`src/core/config_seq_regs.vh`:
```
`ifndef CONFIG_SEQ_REGS_VH
`define CONFIG_SEQ_REGS_VH

// sequencer states
`define ST_POR_SAMPLE 4'h0
`define ST_POR_WAIT 4'h1
`define ST_RESET_HOLD 4'h2
`define ST_CLEAR 4'h3
`define ST_LOAD 4'h4
`define ST_STARTUP 4'h5
`define ST_USER 4'h6
`define ST_PD 4'h7
`define ST_PD_EXIT 4'h8

// synchroniser bit positions
`define SY_PD 0
`define SY_RST 1
`define SY_M0 2
`define SY_M1 3
`define SY_M2 4
`define SY_DONE 5
`define SY_CONFIG_CLOCK 6
`define SY_W 7
`define SY_RESET_VAL 7'h7F

// timing: system clock and internal oscillator periods
`define CLK_PERIOD_NS 20
`define OSC_PERIOD_NS 1000
`define OSC_DIV (`OSC_PERIOD_NS / `CLK_PERIOD_NS)

// power-on time-out in oscillator cycles, by mode line zero level
`define TIMEOUT_M0_HIGH 17'h04000
`define TIMEOUT_M0_LOW 17'h10000

// done held low after power-down exit, in oscillator cycles
`define PD_DONE_LOW_TICKS 2'h2

// start-up sequence steps
`define STEP_CLEAR 2'h0
`define STEP_FIRST 2'h1
`define STEP_SECOND 2'h2

// mode line encoding of the slave mode (clock is an input)
`define MODE_SLAVE 3'h7

// readback option encoding
`define RB_OPT_ANY 2'h0
`define RB_OPT_ONCE 2'h1
`define RB_OPT_OFF 2'h2

`endif

```
`src/core/config_control_power_down_sequencer.v`:
```
// Function
// power-down halts, clears state, floats outputs, inputs high
// power-down disables drivers and weak pull-ups
// power-up exit holds done low two oscillator cycles; the code applies this hold on power-down exit
// power-down exit replays start-up sequence
// controller keeps power-down high during configuration
// power-on time-out length chosen by mode zero
// reset low delays configuration start
// all three mode lines sampled together
// reset during configuration restarts configuration
// reset after configuration clears storage asynchronously
// configuration clock direction by mode; readback input
// external clock low phase short, parked high
// done open-drain, before or after outputs enable
// done falling edge after configuration reconfigures
// mode zero rising edge triggers readback
// readback option: once only or disabled
// readback data active low on mode one
// mode two pull-up during configuration, then user
// high progress output high until configured
// low progress output low until configured
// init status low during power-up and clearing
// asynchronous inputs synchronised before use
`timescale 1ns/10ps
`include "config_seq_regs.vh"

module config_control_power_down_sequencer #(
  parameter TIMEOUT_SHORT = `TIMEOUT_M0_HIGH, // power-on delay, mode zero high
  parameter TIMEOUT_LONG = `TIMEOUT_M0_LOW,   // power-on delay, mode zero low
  parameter CLEAR_TICKS = 4,                  // memory clear time, oscillator cycles
  parameter CONFIG_CLOCK_HALF = 25,                   // master clock half period, clk cycles
  parameter RB_W = 8,                         // readback word width
  parameter RB_BITS = 64                      // readback frame length in bits
) (
  input wire clk_i,
  input wire rstn_i,
  input wire ce_i,
  input wire power_down_n_i,
  input wire reset_n_i,
  input wire mode_line_zero_read_trigger_i,
  input wire mode_line_one_i,
  output wire mode_line_one_read_out_o,
  output wire mode_line_one_read_out_oe_o,
  input wire mode_line_two_i,
  output wire mode_line_two_pullup_o,
  input wire config_clock_i,
  output wire config_clock_o,
  output wire config_clock_oe_o,
  input wire config_complete_pin_i,
  output wire config_complete_pin_o,
  output wire config_complete_pin_oe_o,
  input wire done_pullup_opt_i,
  output wire done_pullup_o,
  input wire done_early_opt_i,
  input wire [1:0] readback_opt_i,
  output wire config_progress_high_o,
  output wire config_progress_high_oe_o,
  output wire config_progress_low_o,
  output wire config_progress_low_oe_o,
  output wire init_n_o,
  output wire init_n_oe_o,
  output wire io_pullup_o,
  output wire [2:0] mode_sel_o,
  output wire config_start_o,
  input wire load_done_i,
  output wire storage_reset_o,
  output wire outputs_enable_o,
  output wire configured_o,
  output wire readback_active_o,
  input wire [RB_W-1:0] rb_data_i,
  input wire rb_valid_i,
  output wire rb_ready_o
);

  reg [`SY_W-1:0] sy1_q;       // first synchroniser stage
  reg [`SY_W-1:0] sy2_q;       // second synchroniser stage
  reg [`SY_W-1:0] prev_q;      // previous effective input levels
  wire pd;                     // power-down requested
  wire [`SY_W-1:0] in_eff;     // inputs as the logic sees them
  reg [3:0] state_q;           // sequencer state
  reg [3:0] state_d;
  reg [5:0] osc_cnt_q;         // internal oscillator divider
  wire osc_tick;               // one pulse per oscillator cycle
  reg [16:0] tmo_q;            // time-out and step counter
  reg [16:0] tmo_limit_q;      // power-on time-out chosen at power-up
  reg [1:0] step_q;            // start-up sequence step
  reg [2:0] mode_q;            // sampled configuration mode
  reg start_q;                 // configuration start pulse
  reg done_rel_q;              // done pin released
  reg out_en_q;                // user outputs enabled
  reg clr_q;                   // storage clear during start-up
  reg cfg_valid_q;             // configuration memory holds a design
  reg rb_used_q;               // one readback already taken
  reg rb_act_q;                // readback in progress
  reg [15:0] rb_cnt_q;         // readback bits left
  reg [RB_W-1:0] shift_q;      // readback shift register
  reg [7:0] shift_left_q;      // bits left in shift register
  reg rdata_q;                 // readback bit on the pin, true level
  reg [5:0] config_clock_cnt_q;        // master clock divider
  reg config_clock_q;                  // master clock output level
  reg [RB_W-1:0] buf_q [0:1];  // two-entry readback buffer
  reg wr_ptr_q;
  reg rd_ptr_q;
  reg [1:0] fill_q;
  wire buf_push;
  wire buf_pop;
  wire rb_start;
  wire config_clock_rise;
  wire done_fall;
  wire m0_rise;
  wire in_user;

  // rising edge of a level seen through the effective inputs
  function rise;
    input [`SY_W-1:0] now;
    input [`SY_W-1:0] was;
    input integer bit_i;
    begin
      rise = now[bit_i] & ~was[bit_i];
    end
  endfunction

  // two-stage synchronisers on every pin input
  always @(posedge clk_i or negedge rstn_i) begin
    if (!rstn_i) begin
      sy1_q <= `SY_RESET_VAL;
      sy2_q <= `SY_RESET_VAL;
    end else if (ce_i) begin
      sy1_q <= {config_clock_i, config_complete_pin_i, mode_line_two_i,
                mode_line_one_i, mode_line_zero_read_trigger_i, reset_n_i,
                power_down_n_i};
      sy2_q <= sy1_q;
    end
  end

  // while powered down every input reads high
  assign pd = ~sy2_q[`SY_PD];
  assign in_eff = sy2_q | {`SY_W{pd}};

  // edge history of the effective inputs
  always @(posedge clk_i or negedge rstn_i) begin
    if (!rstn_i) begin
      prev_q <= `SY_RESET_VAL;
    end else if (ce_i) begin
      prev_q <= in_eff;
    end
  end

  assign config_clock_rise = rise(in_eff, prev_q, `SY_CONFIG_CLOCK);
  assign done_fall = rise(prev_q, in_eff, `SY_DONE);
  assign m0_rise = rise(in_eff, prev_q, `SY_M0);
  assign in_user = (state_q == `ST_USER);

  // internal 1-MHz oscillator derived from the system clock
  assign osc_tick = (osc_cnt_q == (`OSC_DIV - 1));
  always @(posedge clk_i or negedge rstn_i) begin
    if (!rstn_i) begin
      osc_cnt_q <= 6'h00;
    end else if (ce_i) begin
      if (osc_tick || pd) begin
        osc_cnt_q <= 6'h00;
      end else begin
        osc_cnt_q <= osc_cnt_q + 6'h01;
      end
    end
  end

  // sequencer next state
  always @* begin
    state_d = state_q;
    case (state_q)
      `ST_POR_SAMPLE: begin
        if (osc_tick) state_d = `ST_POR_WAIT;
      end
      `ST_POR_WAIT: begin
        if (osc_tick && tmo_q == tmo_limit_q) begin
          state_d = in_eff[`SY_RST] ? `ST_CLEAR : `ST_RESET_HOLD;
        end
      end
      `ST_RESET_HOLD: begin
        if (in_eff[`SY_RST]) state_d = `ST_CLEAR;
      end
      `ST_CLEAR: begin
        if (!in_eff[`SY_RST]) begin
          state_d = `ST_RESET_HOLD;
        end else if (osc_tick && tmo_q == CLEAR_TICKS - 1) begin
          state_d = `ST_LOAD;
        end
      end
      `ST_LOAD: begin
        if (!in_eff[`SY_RST]) begin
          state_d = `ST_RESET_HOLD;
        end else if (load_done_i) begin
          state_d = `ST_STARTUP;
        end
      end
      `ST_STARTUP: begin
        if (osc_tick && step_q == `STEP_SECOND) state_d = `ST_USER;
      end
      `ST_USER: begin
        if (done_fall) state_d = `ST_CLEAR;
      end
      `ST_PD: begin
        if (!pd) state_d = `ST_PD_EXIT;
      end
      `ST_PD_EXIT: begin
        if (osc_tick && tmo_q == `PD_DONE_LOW_TICKS - 1) begin
          state_d = cfg_valid_q ? `ST_STARTUP : `ST_CLEAR;
        end
      end
      default: state_d = `ST_POR_SAMPLE;
    endcase
    if (pd) state_d = `ST_PD;
  end

  // sequencer registers, counters and start-up steps
  always @(posedge clk_i or negedge rstn_i) begin
    if (!rstn_i) begin
      state_q <= `ST_POR_SAMPLE;
      tmo_q <= 17'h00000;
      tmo_limit_q <= 17'h00000;
      step_q <= `STEP_CLEAR;
      mode_q <= 3'h0;
      start_q <= 1'b0;
      done_rel_q <= 1'b0;
      out_en_q <= 1'b0;
      clr_q <= 1'b0;
      cfg_valid_q <= 1'b0;
    end else if (ce_i) begin
      state_q <= state_d;
      start_q <= 1'b0;
      // time-out counter restarts on every state change
      if (state_d != state_q) begin
        tmo_q <= 17'h00000;
      end else if (osc_tick) begin
        tmo_q <= tmo_q + 17'h00001;
      end
      // mode zero picks the power-on delay
      if (state_q == `ST_POR_SAMPLE && osc_tick) begin
        tmo_limit_q <= in_eff[`SY_M0] ? TIMEOUT_SHORT[16:0] - 17'h00001
                                      : TIMEOUT_LONG[16:0] - 17'h00001;
      end
      // all mode lines sampled at once as configuration begins
      if (state_q == `ST_CLEAR && state_d == `ST_LOAD) begin
        mode_q <= {in_eff[`SY_M2], in_eff[`SY_M1], in_eff[`SY_M0]};
        start_q <= 1'b1;
      end
      // start-up: clear storage, then done and outputs in programmed order
      if (state_d == `ST_STARTUP && state_q != `ST_STARTUP) begin
        step_q <= `STEP_CLEAR;
        clr_q <= 1'b1;
        cfg_valid_q <= 1'b1;
      end else if (state_q == `ST_STARTUP && osc_tick) begin
        step_q <= step_q + 2'h1;
        clr_q <= 1'b0;
        if (step_q == `STEP_CLEAR) begin
          if (done_early_opt_i) begin
            done_rel_q <= 1'b1;
          end else begin
            out_en_q <= 1'b1;
          end
        end else begin
          done_rel_q <= 1'b1;
          out_en_q <= 1'b1;
        end
      end
      // leaving user mode for any reason drops done and outputs
      if (state_d != `ST_USER && state_d != `ST_STARTUP) begin
        done_rel_q <= 1'b0;
        out_en_q <= 1'b0;
      end
      if (state_d == `ST_CLEAR) cfg_valid_q <= 1'b0;
      if (state_q == `ST_PD) clr_q <= 1'b0;
    end
  end

  // master clock divider, runs only while loading
  always @(posedge clk_i or negedge rstn_i) begin
    if (!rstn_i) begin
      config_clock_cnt_q <= 6'h00;
      config_clock_q <= 1'b1;
    end else if (ce_i) begin
      if (state_q != `ST_LOAD) begin
        config_clock_cnt_q <= 6'h00;
        config_clock_q <= 1'b1;
      end else if (config_clock_cnt_q == CONFIG_CLOCK_HALF - 1) begin
        config_clock_cnt_q <= 6'h00;
        config_clock_q <= ~config_clock_q;
      end else begin
        config_clock_cnt_q <= config_clock_cnt_q + 6'h01;
      end
    end
  end

  // readback trigger honours the bitstream option
  assign rb_start = in_user && out_en_q && m0_rise && !rb_act_q &&
                    readback_opt_i != `RB_OPT_OFF &&
                    !(readback_opt_i == `RB_OPT_ONCE && rb_used_q);

  // two-entry buffer between readback source and shifter
  assign rb_ready_o = (fill_q != 2'h2);
  assign buf_push = rb_valid_i && rb_ready_o;
  assign buf_pop = rb_act_q && config_clock_rise && shift_left_q == 8'h00 && fill_q != 2'h0;
  always @(posedge clk_i or negedge rstn_i) begin
    if (!rstn_i) begin
      wr_ptr_q <= 1'b0;
      rd_ptr_q <= 1'b0;
      fill_q <= 2'h0;
    end else if (ce_i) begin
      if (buf_push) wr_ptr_q <= ~wr_ptr_q;
      if (buf_pop) rd_ptr_q <= ~rd_ptr_q;
      if (pd) begin
        fill_q <= 2'h0;
      end else if (buf_push && !buf_pop) begin
        fill_q <= fill_q + 2'h1;
      end else if (buf_pop && !buf_push) begin
        fill_q <= fill_q - 2'h1;
      end
    end
  end

  // buffer storage, no reset needed on data words
  always @(posedge clk_i) begin
    if (ce_i && buf_push) buf_q[wr_ptr_q] <= rb_data_i;
  end

  // readback shifter clocked by rising edges of the configuration clock
  always @(posedge clk_i or negedge rstn_i) begin
    if (!rstn_i) begin
      rb_act_q <= 1'b0;
      rb_used_q <= 1'b0;
      rb_cnt_q <= 16'h0000;
      shift_q <= {RB_W{1'b0}};
      shift_left_q <= 8'h00;
      rdata_q <= 1'b0;
    end else if (ce_i) begin
      if (!in_user) begin
        rb_act_q <= 1'b0;
        shift_left_q <= 8'h00;
        rdata_q <= 1'b0;
        if (state_q == `ST_CLEAR) rb_used_q <= 1'b0;
      end else if (rb_start) begin
        rb_act_q <= 1'b1;
        rb_used_q <= 1'b1;
        rb_cnt_q <= RB_BITS[15:0];
      end else if (rb_act_q && config_clock_rise) begin
        if (rb_cnt_q == 16'h0000) begin
          rb_act_q <= 1'b0;
          rdata_q <= 1'b0;
        end else if (shift_left_q != 8'h00) begin
          rdata_q <= shift_q[RB_W-1];
          shift_q <= {shift_q[RB_W-2:0], 1'b0};
          shift_left_q <= shift_left_q - 8'h01;
          rb_cnt_q <= rb_cnt_q - 16'h0001;
        end else if (fill_q != 2'h0) begin
          rdata_q <= buf_q[rd_ptr_q][RB_W-1];
          shift_q <= {buf_q[rd_ptr_q][RB_W-2:0], 1'b0};
          shift_left_q <= RB_W[7:0] - 8'h01;
          rb_cnt_q <= rb_cnt_q - 16'h0001;
        end
      end
    end
  end

  // pin drivers; all float and pull-ups off while powered down
  assign mode_line_one_read_out_o = ~rdata_q;
  assign mode_line_one_read_out_oe_o = in_user && out_en_q && !pd;
  assign mode_line_two_pullup_o = !cfg_valid_q && !pd;
  assign io_pullup_o = !out_en_q && !pd;
  assign config_clock_o = config_clock_q;
  assign config_clock_oe_o = (state_q == `ST_LOAD) && (mode_q != `MODE_SLAVE);
  assign config_complete_pin_o = 1'b0;
  assign config_complete_pin_oe_o = !done_rel_q && !pd;
  assign done_pullup_o = done_pullup_opt_i && !pd;
  assign config_progress_high_o = 1'b1;
  assign config_progress_high_oe_o = !cfg_valid_q && !pd;
  assign config_progress_low_o = 1'b0;
  assign config_progress_low_oe_o = !cfg_valid_q && !pd;
  assign init_n_o = 1'b0;
  assign init_n_oe_o = (state_q == `ST_POR_SAMPLE || state_q == `ST_POR_WAIT ||
                        state_q == `ST_CLEAR) && !pd;

  // towards the configuration engine and user logic
  assign mode_sel_o = mode_q;
  assign config_start_o = start_q;
  assign storage_reset_o = clr_q || pd || (in_user && !in_eff[`SY_RST]);
  assign outputs_enable_o = out_en_q && !pd;
  assign configured_o = in_user;
  assign readback_active_o = rb_act_q && in_user;

endmodule

```
`config.mk`:
```
export PLATFORM = sky130hd
export DESIGN_NAME = config_control_power_down_sequencer
export DESIGN_NICKNAME = d
export VERILOG_FILES = /design/src/core/config_control_power_down_sequencer.v
export VERILOG_INCLUDE_DIRS = /design/src /design/src/core
export SDC_FILE = /design/constraint.sdc
export NUM_CORES = 1
export LEC_CHECK = 0
export ABC_AREA = 0
export ABC_CLOCK_PERIOD_IN_PS = 3100
export BUFFER_PORTS_ARGS = -buffer_cell sky130_fd_sc_hd__buf_4
export CAP_MARGIN = 25
export CORE_MARGIN = 3
export CORE_UTILIZATION = 35
export CTS_BUF_LIST = sky130_fd_sc_hd__clkbuf_4 sky130_fd_sc_hd__clkbuf_8 sky130_fd_sc_hd__clkbuf_16
export DETAILED_ROUTE_END_ITERATION = 12
export PLACE_DENSITY_LB_ADDON = 0.1
export SYNTH_ARGS = -nofsm -noshare
export SYNTH_HDL_FRONTEND = slang
export SYNTH_SLANG_ARGS = --single-unit
```
`constraint.sdc`:
```
create_clock -name clk_i -period 3.1 [get_ports clk_i]
set_input_delay 0.62 -clock clk_i [delete_from_list [all_inputs] [get_ports clk_i]]
set_output_delay 0.62 -clock clk_i [all_outputs]
set_load 0.02 [all_outputs]
```
Word-level counts from Yosys, hierarchy flattened --
Memories as Yosys holds them, arrays and structs flattened. Cells that the tools add are included.
Storage, ports and cells: bits of input ports 24, register bits after elaboration 121, memories 1, memory bits (writable) 16, output and inout port bits 24
Cells by class: add/sub/neg operators 8, multiplexer cells 71, reduce and logical (&&, ||, !) cells 79, bitwise operators 14, equality and inequality tests 39
Memory list:
- buf_q | words 2, bits a word 8, read ports 1, clocked after Yosys merged registers in 0, write ports 1, line config_control_power_down_sequencer.v:101 | reg [RB_W-1:0] buf_q [0:1];
Operators with widths (number):
- $mux W16 | 6
- $mux W8 | 8
- $mux W4 | 11
- $pmux W4 S9 | 1
- $mux W1 | 34
- $mux W17 | 2
- $logic_and A1 B1 Y1 | 32
- $eq A4 B3 Y1 const B | 6
- $reduce_and A2 Y1 | 10
- $mux W6 | 3
- $reduce_bool A2 Y1 | 9
- $add A17 B1 Y17 const B | 1
- $eq A17 B1 Y1 const B | 1
- $eq A17 B17 Y1 | 1
- $eq A17 B2 Y1 const B | 1
- $logic_not A16 Y1 | 1
- $ne A4 B3 Y1 const B | 4
- $sub A16 B1 Y16 const B | 1
- $add A6 B1 Y6 const B | 2
- $eq A4 B2 Y1 const B | 3
- $ne A2 B2 Y1 const B | 6
- $ne A3 B2 Y1 const B | 4
- $reduce_and A4 Y1 | 3
- $mux W2 | 5
- 28 further kinds | 56

Logic depth before layout (Yosys ltp) --
Gate-level depths: netlist (run 1).
depth after elaboration 11, gate-level depth with buffers 12, depth with buffers taken out 10

Worst setup path before layout (run 1) --
No wires, ideal clock.
kind register to register, from register tmo_q[10], to register tmo_q[0], setup time 0.125 ns, arrival 2.411 ns, stages on the path, launching flop included 9, period minus slack after synthesis 2.536 ns, slack 0.564 ns, required time 2.975 ns, cells stage by stage dfrtp_1 > or4_1 > buf_2 > o31a_1 > a211oi_2 > o211ai_2 > mux2i_4 > o31ai_1 > mux2_4
On the way: longest elaborated chain between the ends 9, elaborated cells on any way between the ends 16, those cells by class eq/ne: 4; mux: 7; reduce/logical: 5
Ends and longest elaborated chain:
- start, declared | line config_control_power_down_sequencer.v:84 | reg [16:0] tmo_q;
- start signal, assigned | line config_control_power_down_sequencer.v:236 | tmo_q <= tmo_q + 17'h00001;
- $eq A17 B2 Y1 | line config_control_power_down_sequencer.v:186 | end else if (osc_tick && tmo_q == CLEAR_TICKS - 1) begin
- $logic_and A1 B1 Y1 | line config_control_power_down_sequencer.v:186
- $mux W4 | line config_control_power_down_sequencer.v:186
- $mux W4 | line config_control_power_down_sequencer.v:184 | if (!in_eff[`SY_RST]) begin
- $pmux W4 S9 * | line config_control_power_down_sequencer.v:171 | case (state_q)
- $mux W4 * | line config_control_power_down_sequencer.v:213 | if (pd) state_d = `ST_PD;
- $ne A4 B4 Y1 * | line config_control_power_down_sequencer.v:233 | if (state_d != state_q) begin
- $reduce_bool A2 Y1 (no line)
- $reduce_and A2 Y1 (no line)
Mark *: on every way between the ends. The rest lies on a longest branch, timed or not. A chain may end at the register's enable or synchronous reset.

Worst setup path in the final report (run 1) --
from register osc_cnt_q[0], to register tmo_q[13]
On the way: longest elaborated chain between the ends 9, elaborated cells on any way between the ends 17, those cells by class eq/ne: 2; mux: 9; reduce/logical: 6
Ends and longest elaborated chain:
- start, declared | line config_control_power_down_sequencer.v:82 | reg [5:0] osc_cnt_q;
- start signal, assigned | line config_control_power_down_sequencer.v:163 | osc_cnt_q <= osc_cnt_q + 6'h01;
- $eq A6 B6 Y1 * | line config_control_power_down_sequencer.v:155 | assign osc_tick = (osc_cnt_q == (`OSC_DIV - 1));
- $logic_and A1 B1 Y1 | line config_control_power_down_sequencer.v:186
- $mux W4 | line config_control_power_down_sequencer.v:186
- $mux W4 | line config_control_power_down_sequencer.v:184
- $pmux W4 S9 | line config_control_power_down_sequencer.v:171
- $mux W4 | line config_control_power_down_sequencer.v:213
- $ne A4 B4 Y1 | line config_control_power_down_sequencer.v:233
- $reduce_bool A2 Y1 (no line)
- $reduce_and A2 Y1 (no line)
Marked as above.

==> results.json, run 1 <==
{
  "yosys_warnings": 0,
  "switching_power_uw": 1833,
  "rsz0062_at_grt": "no",
  "drc": 0,
  "num_vias": 5002,
  "drtPass1Iterations": 5,
  "finalSetupTns_ns": 0,
  "cts_tree": "built",
  "p_int_uw": 3381,
  "wl_per_cell_um": 16.38,
  "critPathRequiredTime_ns": 3.39,
  "grt_pass1_vias": 4864,
  "fin_crit_sh_pct": 94.39,
  "setup_viol": 0,
  "hold_slack_ns": 0.1786,
  "finalMaxSlewViolations": 0,
  "power.density_nw_per_um2": 690.8,
  "pwr-share-comb_pct": 27.8,
  "cts_buffers": 17,
  "status": "finished clean",
  "netlist_area_sq_um": 6345,
  "peakVddDrop_mv": 0.3815,
  "io_buffers": 43,
  "start_util_pct": 36.18,
  "detail-route-antenna-nets": 0,
  "synth.ff_latch_count": 117,
  "insertion_delay_ns": 0.42,
  "synth_top_area_share_pct": 32.74,
  "cts_root_buf": "clkbuf_16",
  "multi_input_area_sq_um": 3077,
  "crit_path_end_kind": "flip-flop",
  "area_growth_pct": 18.95,
  "synth_cell_types": 71,
  "synthCells": 650,
  "num_rows": 48,
  "pwr-share-clk_pct": 35.0,
  "p_total_uw": 5213,
  "cts_hold_buf": 0,
  "drtIter0Drc": 392,
  "chipHeight_um": 140.6,
  "fillers": 1729,
  "layout-drive-gt1-share_pct": 21.85,
  "cts.sinks": 117,
  "relSlewSlack_pct": 47.71,
  "critPathMaxFanout": 10,
  "hold_viol": 0,
  "antenna_found_initial": 0,
  "synthTopCellsByArea": "dfrtp_1 33%, edfxtp_1 7.6%, dfstp_2 7.5%, o21ai_0 3.8%, nand2_1 3.4%",
  "grt_usage_pct": 16.20,
  "dp_hpwl_um": 10820,
  "grt_overflow": 0,
  "fin_skew_ns": 0.01217,
  "final_core_util_pct": 43.04,
  "grt_pass1_wl_um": 25490,
  "dieArea_sq_um": 19780,
  "pwr-share-seq_pct": 37.2,
  "placed_area_sq_um": 6964,
  "ys_seq_area_share_pct": 47.76,
  "tightest_slew_ns": 0.7828,
  "clock.fmax_mhz": 341.7,
  "synthArstFlopShare_pct": 86.32,
  "worstSetupStartpointType": "flip-flop",
  "cap_violations": 0,
  "crit_type": "flip-flop to flip-flop",
  "wl_um": 15380,
  "p_leak_uw": 0.003237,
  "viasPerCell": 5.327,
  "cts_max_path_buffers": 2,
  "path_clk_slew_ns": 0.06,
  "critPathArrivalTime_ns": 3.22,
  "min_path_type": "input port to async pin",
  "synth_area_per_cell_sq_um": 9.761,
  "switching_share_pct": 35.16,
  "period_minus_slack_ns": 2.926,
  "synth.largest_area_cell": "dfrtp_1",
  "cts_max_level": 4,
  "num_io_pins": 48,
  "seq_area_sq_um": 3030,
  "grt_max_degree": 65,
  "yosys_most_used_dff": "dfrtp_1",
  "synth_edf_count": 16,
  "core_area_sq_um": 17540,
  "place_congestion": 0.8833,
  "fin_nets": 736,
  "diodes": 0,
  "stdcell_area_sq_um": 7547,
  "die_x_um": 140.6
}
## power groups by stage
stage          clock network [uW]  registers, uW  logic, uW
3_5_place_dp                    0           1960       1440
4_1_cts                      1870           1940       1450
6_report                     1820           1940       1450
3_3_place_gp                    0           1960       1430
5_1_grt                      1940           1970       1610
2_1_floorplan                   0           1920       1020
## flip-flops by register name, indices dropped and copies added, names as in the netlist, 2 cells and up
register / flops
prev_q: 3
config_clock_cnt_q: 6
rb_cnt_q: 16
shift_left_q: 8
mode_sel_o: 3
osc_cnt_q: 6
step_q: 2
shift_q: 7
tmo_q: 17
fill_q: 2
state_q: 4
buf_q: 16
sy2_q: 7
sy1_q: 7
tmo_limit_q: 2
## cell usage in the layout, fill, tap and decap left out, drive strengths merged, types with 14 or more instances in the layout
master,n
nand3,20
xnor2,16
dfrtp,83
mux2,16
nand2,57
and2,16
clkbuf,17
nor2b,14
buf,65
inv,37
edfxtp,16
dfstp,18
a21oi,32
nor2,52
nand4,14
o21ai,49
nor3,18
## stage by stage
step | cells | setup WS [ns]
2_1_floorplan | 652 | 0.5644
3_3_place_gp | 907 | 0.2112
3_5_place_dp | 907 | 0.06672
4_1_cts | 939 | 0.03728
5_1_grt | 939 | 0.01538
6_report | 939 | 0.1739
## cell families after synthesis
kind of cell    after synthesis  synth area share (%)
compound gates              142                 14.75
xor+xnor                     28                 3.865
fa+ha+maj                    11                 2.169
buf+inv                      65                 4.595
flops                       117                 47.76
mux                          27                 4.831
other cells                   2                0.1184
simple gates                258                 21.91
## cell usage after synthesis, types with 3 or more instances
library cell and n:
xor2_1 12, xnor2_1 16, nand3_1 20, inv_1 30, or4_1 7, nor2b_1 14, o31ai_1 10, nand2b_1 7
edfxtp_1 16, o2bb2ai_1 8, nand3b_1 7, nand4_1 14, a21oi_1 28, nor2_1 52, dfstp_2 18, and2_1 16
a31oi_1 5, buf_4 6, nor4b_1 3, mux2i_1 10, nor4_1 9, or3_1 10, ha_1 11, mux2_2 15
nor3b_1 5, and3_1 7, clkbuf_1 14, o22a_1 3, nand2_1 57, o21ai_0 48, buf_1 5, a21oi_2 4
and4_1 3, a211oi_1 4, nor3_1 17, dfrtp_1 83, buf_2 8, o22ai_1 3, a21o_1 7
## repair_timing
item	CTS	global route
setup buffers	0	0
endpoints found under the setup margin	0	17
resized for setup	0	7
## layout make-up
cell class | instances | share of cell area (%)
clock buffer | 17 | 5.637
clock inverter | 15 | 1.592
inverter | 30 | 1.492
multi-input combinational | 470 | 40.77
sequential | 117 | 40.15
tap | 225 | 3.730
timing repair buffer | 65 | 6.631
## worst paths after layout
| path | startpoint | end | slack, ns | depth (start not counted) |
|---|---|---|---|---|
| max | osc_cnt_q[0]$_DFFE_PN0P_ | tmo_q[13]$_DFFE_PN0P_ | 0.17 | 10 |
| min | rstn_i | tmo_q[8]$_DFFE_PN0P_ | 0.18 | 1 |
| max reg2reg | osc_cnt_q[0]$_DFFE_PN0P_ | tmo_q[13]$_DFFE_PN0P_ | 0.17 | 10 |
| min reg2reg | shift_q[2]$_DFFE_PN0P_ | shift_q[2]$_DFFE_PN0P_ | 0.47 | 2 |
| max in group asynchronous | rstn_i | sy1_q[6]$_DFFE_PN1P_ | 2.15 | 2 |
| min in group clk_i | rb_data_i[1] | buf_q[1][1]$_DFFE_PP_ | 0.38 | 1 |
## worst max-delay path, cell delays in order, from the launching register on
cell,delay (ns)
dfrtp_1,0.42
ha_1,0.20
and4bb_2,0.28
and2_2,0.29
and4b_1,0.28
a211oi_2,0.32
o211ai_4,0.19
mux2i_4,0.36
buf_4,0.22
o31ai_1,0.08
o2bb2ai_1,0.16
## metal layers
layer | share of wire [%] | track usage [%]
met1 | 49 | 22.69
met2 | 46 | 25.18
met3 | 3.9 | 3.697
met4 | 1.1 | 4.793
met5 | 0 | 0
No activity file was read; power rests on OpenSTA's default activity.
==> inputs of run 2 (changes only) <==
--- a/config.mk
+++ b/config.mk
@@ -7,7 +7,7 @@
 export NUM_CORES = 1
 export LEC_CHECK = 0
 export ABC_AREA = 0
-export ABC_CLOCK_PERIOD_IN_PS = 3100
+export ABC_CLOCK_PERIOD_IN_PS = 3600
 export BUFFER_PORTS_ARGS = -buffer_cell sky130_fd_sc_hd__buf_4
 export CAP_MARGIN = 25
 export CORE_MARGIN = 3
==> constraint.sdc (replaced) <==
create_clock -name clk_i -period 3.6 [get_ports clk_i]
set_input_delay 0.72 -clock clk_i [delete_from_list [all_inputs] [get_ports clk_i]]
set_output_delay 0.72 -clock clk_i [all_outputs]
set_load 0.02 [all_outputs]
==> results.json, run 2 (same netlist as run 1, synthesis figures left out) <==
{
  "largestRegisters": "tmo_q: 17 flops, buf_q: 16 flops, rb_cnt_q: 16 flops",
  "r2r-start": "osc_cnt_q[1]$_DFFE_PN0P_",
  "worstRegToRegCells": 10,
  "grt_max_degree": 58,
  "pwr-share-clk_pct": 37.5,
  "final_cell_mix": "83 x dfrtp_1, 56 x nand2_1, 52 x nor2_1",
  "setup_viol": 0,
  "chipHeight_um": 140.6,
  "p_leak_uw": 0.003191,
  "cts_hold_buf": 0,
  "grt_pass1_wl_um": 25500,
  "cts-resized-gates": 0,
  "rsz0062_at_grt": "no",
  "grt_usage_pct": 16.20,
  "final_common_cell": "dfrtp_1",
  "stdcell_area_sq_um": 7468,
  "power.density_nw_per_um2": 616.5,
  "cts_tree": "built",
  "num_rows": 48,
  "finalMaxSlewViolations": 0,
  "critPathRequiredTime_ns": 3.90,
  "grt_overflow": 0,
  "place_congestion": 0.8894,
  "pwr-share-comb_pct": 25.8,
  "cts.sinks": 117,
  "reg2reg_slack_ns": 0.41,
  "diodes": 0,
  "min_path_type": "input port to async pin",
  "switching_share_pct": 34.08,
  "tightest_slew_ns": 0.7403,
  "path_clk_slew_ns": 0.06,
  "regMostFlops": "tmo_q",
  "io_buffers": 43,
  "dp_hpwl_um": 10680,
  "detail-route-antenna-nets": 0,
  "p_int_uw": 3035,
  "wl_per_cell_um": 16.65,
  "crit_chain": "inv_1 -> ha_1 -> and4bb_2 -> and2_1 -> and4b_1 -> a21o_1 -> o211ai_2 -> mux2i_4 -> o31ai_1 -> mux2_4",
  "cp_num_cells": 10,
  "fin_nets": 723,
  "period_minus_slack_ns": 3.195,
  "cp_top_family": "simple AND/OR/NAND/NOR gates",
  "area_growth_pct": 17.71,
  "startpoint": "osc_cnt_q[1]$_DFFE_PN0P_",
  "path_buf_inv": 1,
  "insertion_delay_ns": 0.42,
  "finalSetupTns_ns": 0,
  "start_util_pct": 36.18,
  "clock.fmax_mhz": 313.0,
  "r2r-end": "tmo_q[0]$_DFFE_PN0P_",
  "grt_pass1_vias": 4809,
  "hold_viol": 0,
  "cts_max_level": 4,
  "drc": 0,
  "wl_um": 15420,
  "peakVddDrop_mv": 0.3321,
  "cap_violations": 0,
  "layout-drive-gt1-share_pct": 19.69,
  "drtPass1Iterations": 5,
  "status": "finished clean",
  "postCtsSetupRepairBufs": 0,
  "num_vias": 4978,
  "crit_path_end": "tmo_q[0]$_DFFE_PN0P_",
  "fin_crit_sh_pct": 88.74,
  "die_x_um": 140.6,
  "dieArea_sq_um": 19780,
  "largest_reg_flops": 17,
  "critPathArrivalTime_ns": 3.49,
  "drtIter0Drc": 310,
  "cts_buffers": 17,
  "worstSetupStartpointType": "flip-flop",
  "relSlewSlack_pct": 50.54,
  "core_area_sq_um": 17540,
  "placed_area_sq_um": 6867,
  "pwr-share-seq_pct": 36.7,
  "fin_skew_ns": 0.01017,
  "cts_max_path_buffers": 2,
  "switching_power_uw": 1569,
  "antenna_found_initial": 0,
  "crit_slowest_cell": "mux2i_4",
  "viasPerCell": 5.376,
  "critPathMaxFanout": 13,
  "num_io_pins": 48,
  "cts_root_buf": "clkbuf_16",
  "crit_path_end_kind": "flip-flop",
  "crit_type": "flip-flop to flip-flop",
  "cp_slowest_stage_delay_ns": 0.50
}
run 2: cell type report:
type	count	area (sq um)
fill	1776	10070
multi-input combinational	470	3042
sequential	117	3030
clock buffer	18	432.9
timing repair buffer	52	402.9
tap	225	281.5
clock inverter	14	166.4
inverter	30	112.6
run 2: how the worst min path moves through the flow:
stage               cells after the start                       to  slack [ns]              startpoint
floorplan                               0  cfg_valid_q$_DFFE_PN0P_        0.42                  rstn_i
global placement                        2   shift_q[3]$_DFFE_PN0P_        0.46  shift_q[3]$_DFFE_PN0P_
detailed placement                      2   shift_q[6]$_DFFE_PN0P_        0.47  shift_q[6]$_DFFE_PN0P_
CTS                                     1     tmo_q[7]$_DFFE_PN0P_        0.34                  rstn_i
global route                            1    tmo_q[16]$_DFFE_PN0P_        0.36                  rstn_i
finish                                  1    tmo_q[16]$_DFFE_PN0P_        0.32                  rstn_i
run 2: stage by stage:
stage,utilization (%),std cells,power [uW],setup slack [ns],hold WS (ns)
2_1_floorplan,-,652,2529,1.064,0.4244
3_3_place_gp,39.16,894,2887,0.4363,0.4579
3_5_place_dp,39.16,894,2901,0.3265,0.4659
4_1_cts,42.57,926,4662,0.2980,0.3359
5_1_grt,42.59,926,4870,0.09456,0.3631
6_report,42.59,926,4604,0.4054,0.3170
run 2: per-layer routing:
layer / GRT usage (%) / part of all wire, % / up-vias
li1: - / - / 2396
met1: 22.75 / 48 / 2451
met2: 24.62 / 46 / 106
met3: 3.494 / 4.1 / 25
met4: 6.068 / 1.8 / 0
met5: 0 / 0 / -
run 2: power by group through the flow:
stage                     Clock [uW]  Combinational, uW  Sequential (uW)
after floorplan                    0                879             1650
after global placement             0               1180             1710
after detailed placement           0               1190             1710
after CTS                       1780               1200             1690
after global routing            1830               1320             1720
final                           1730               1190             1690
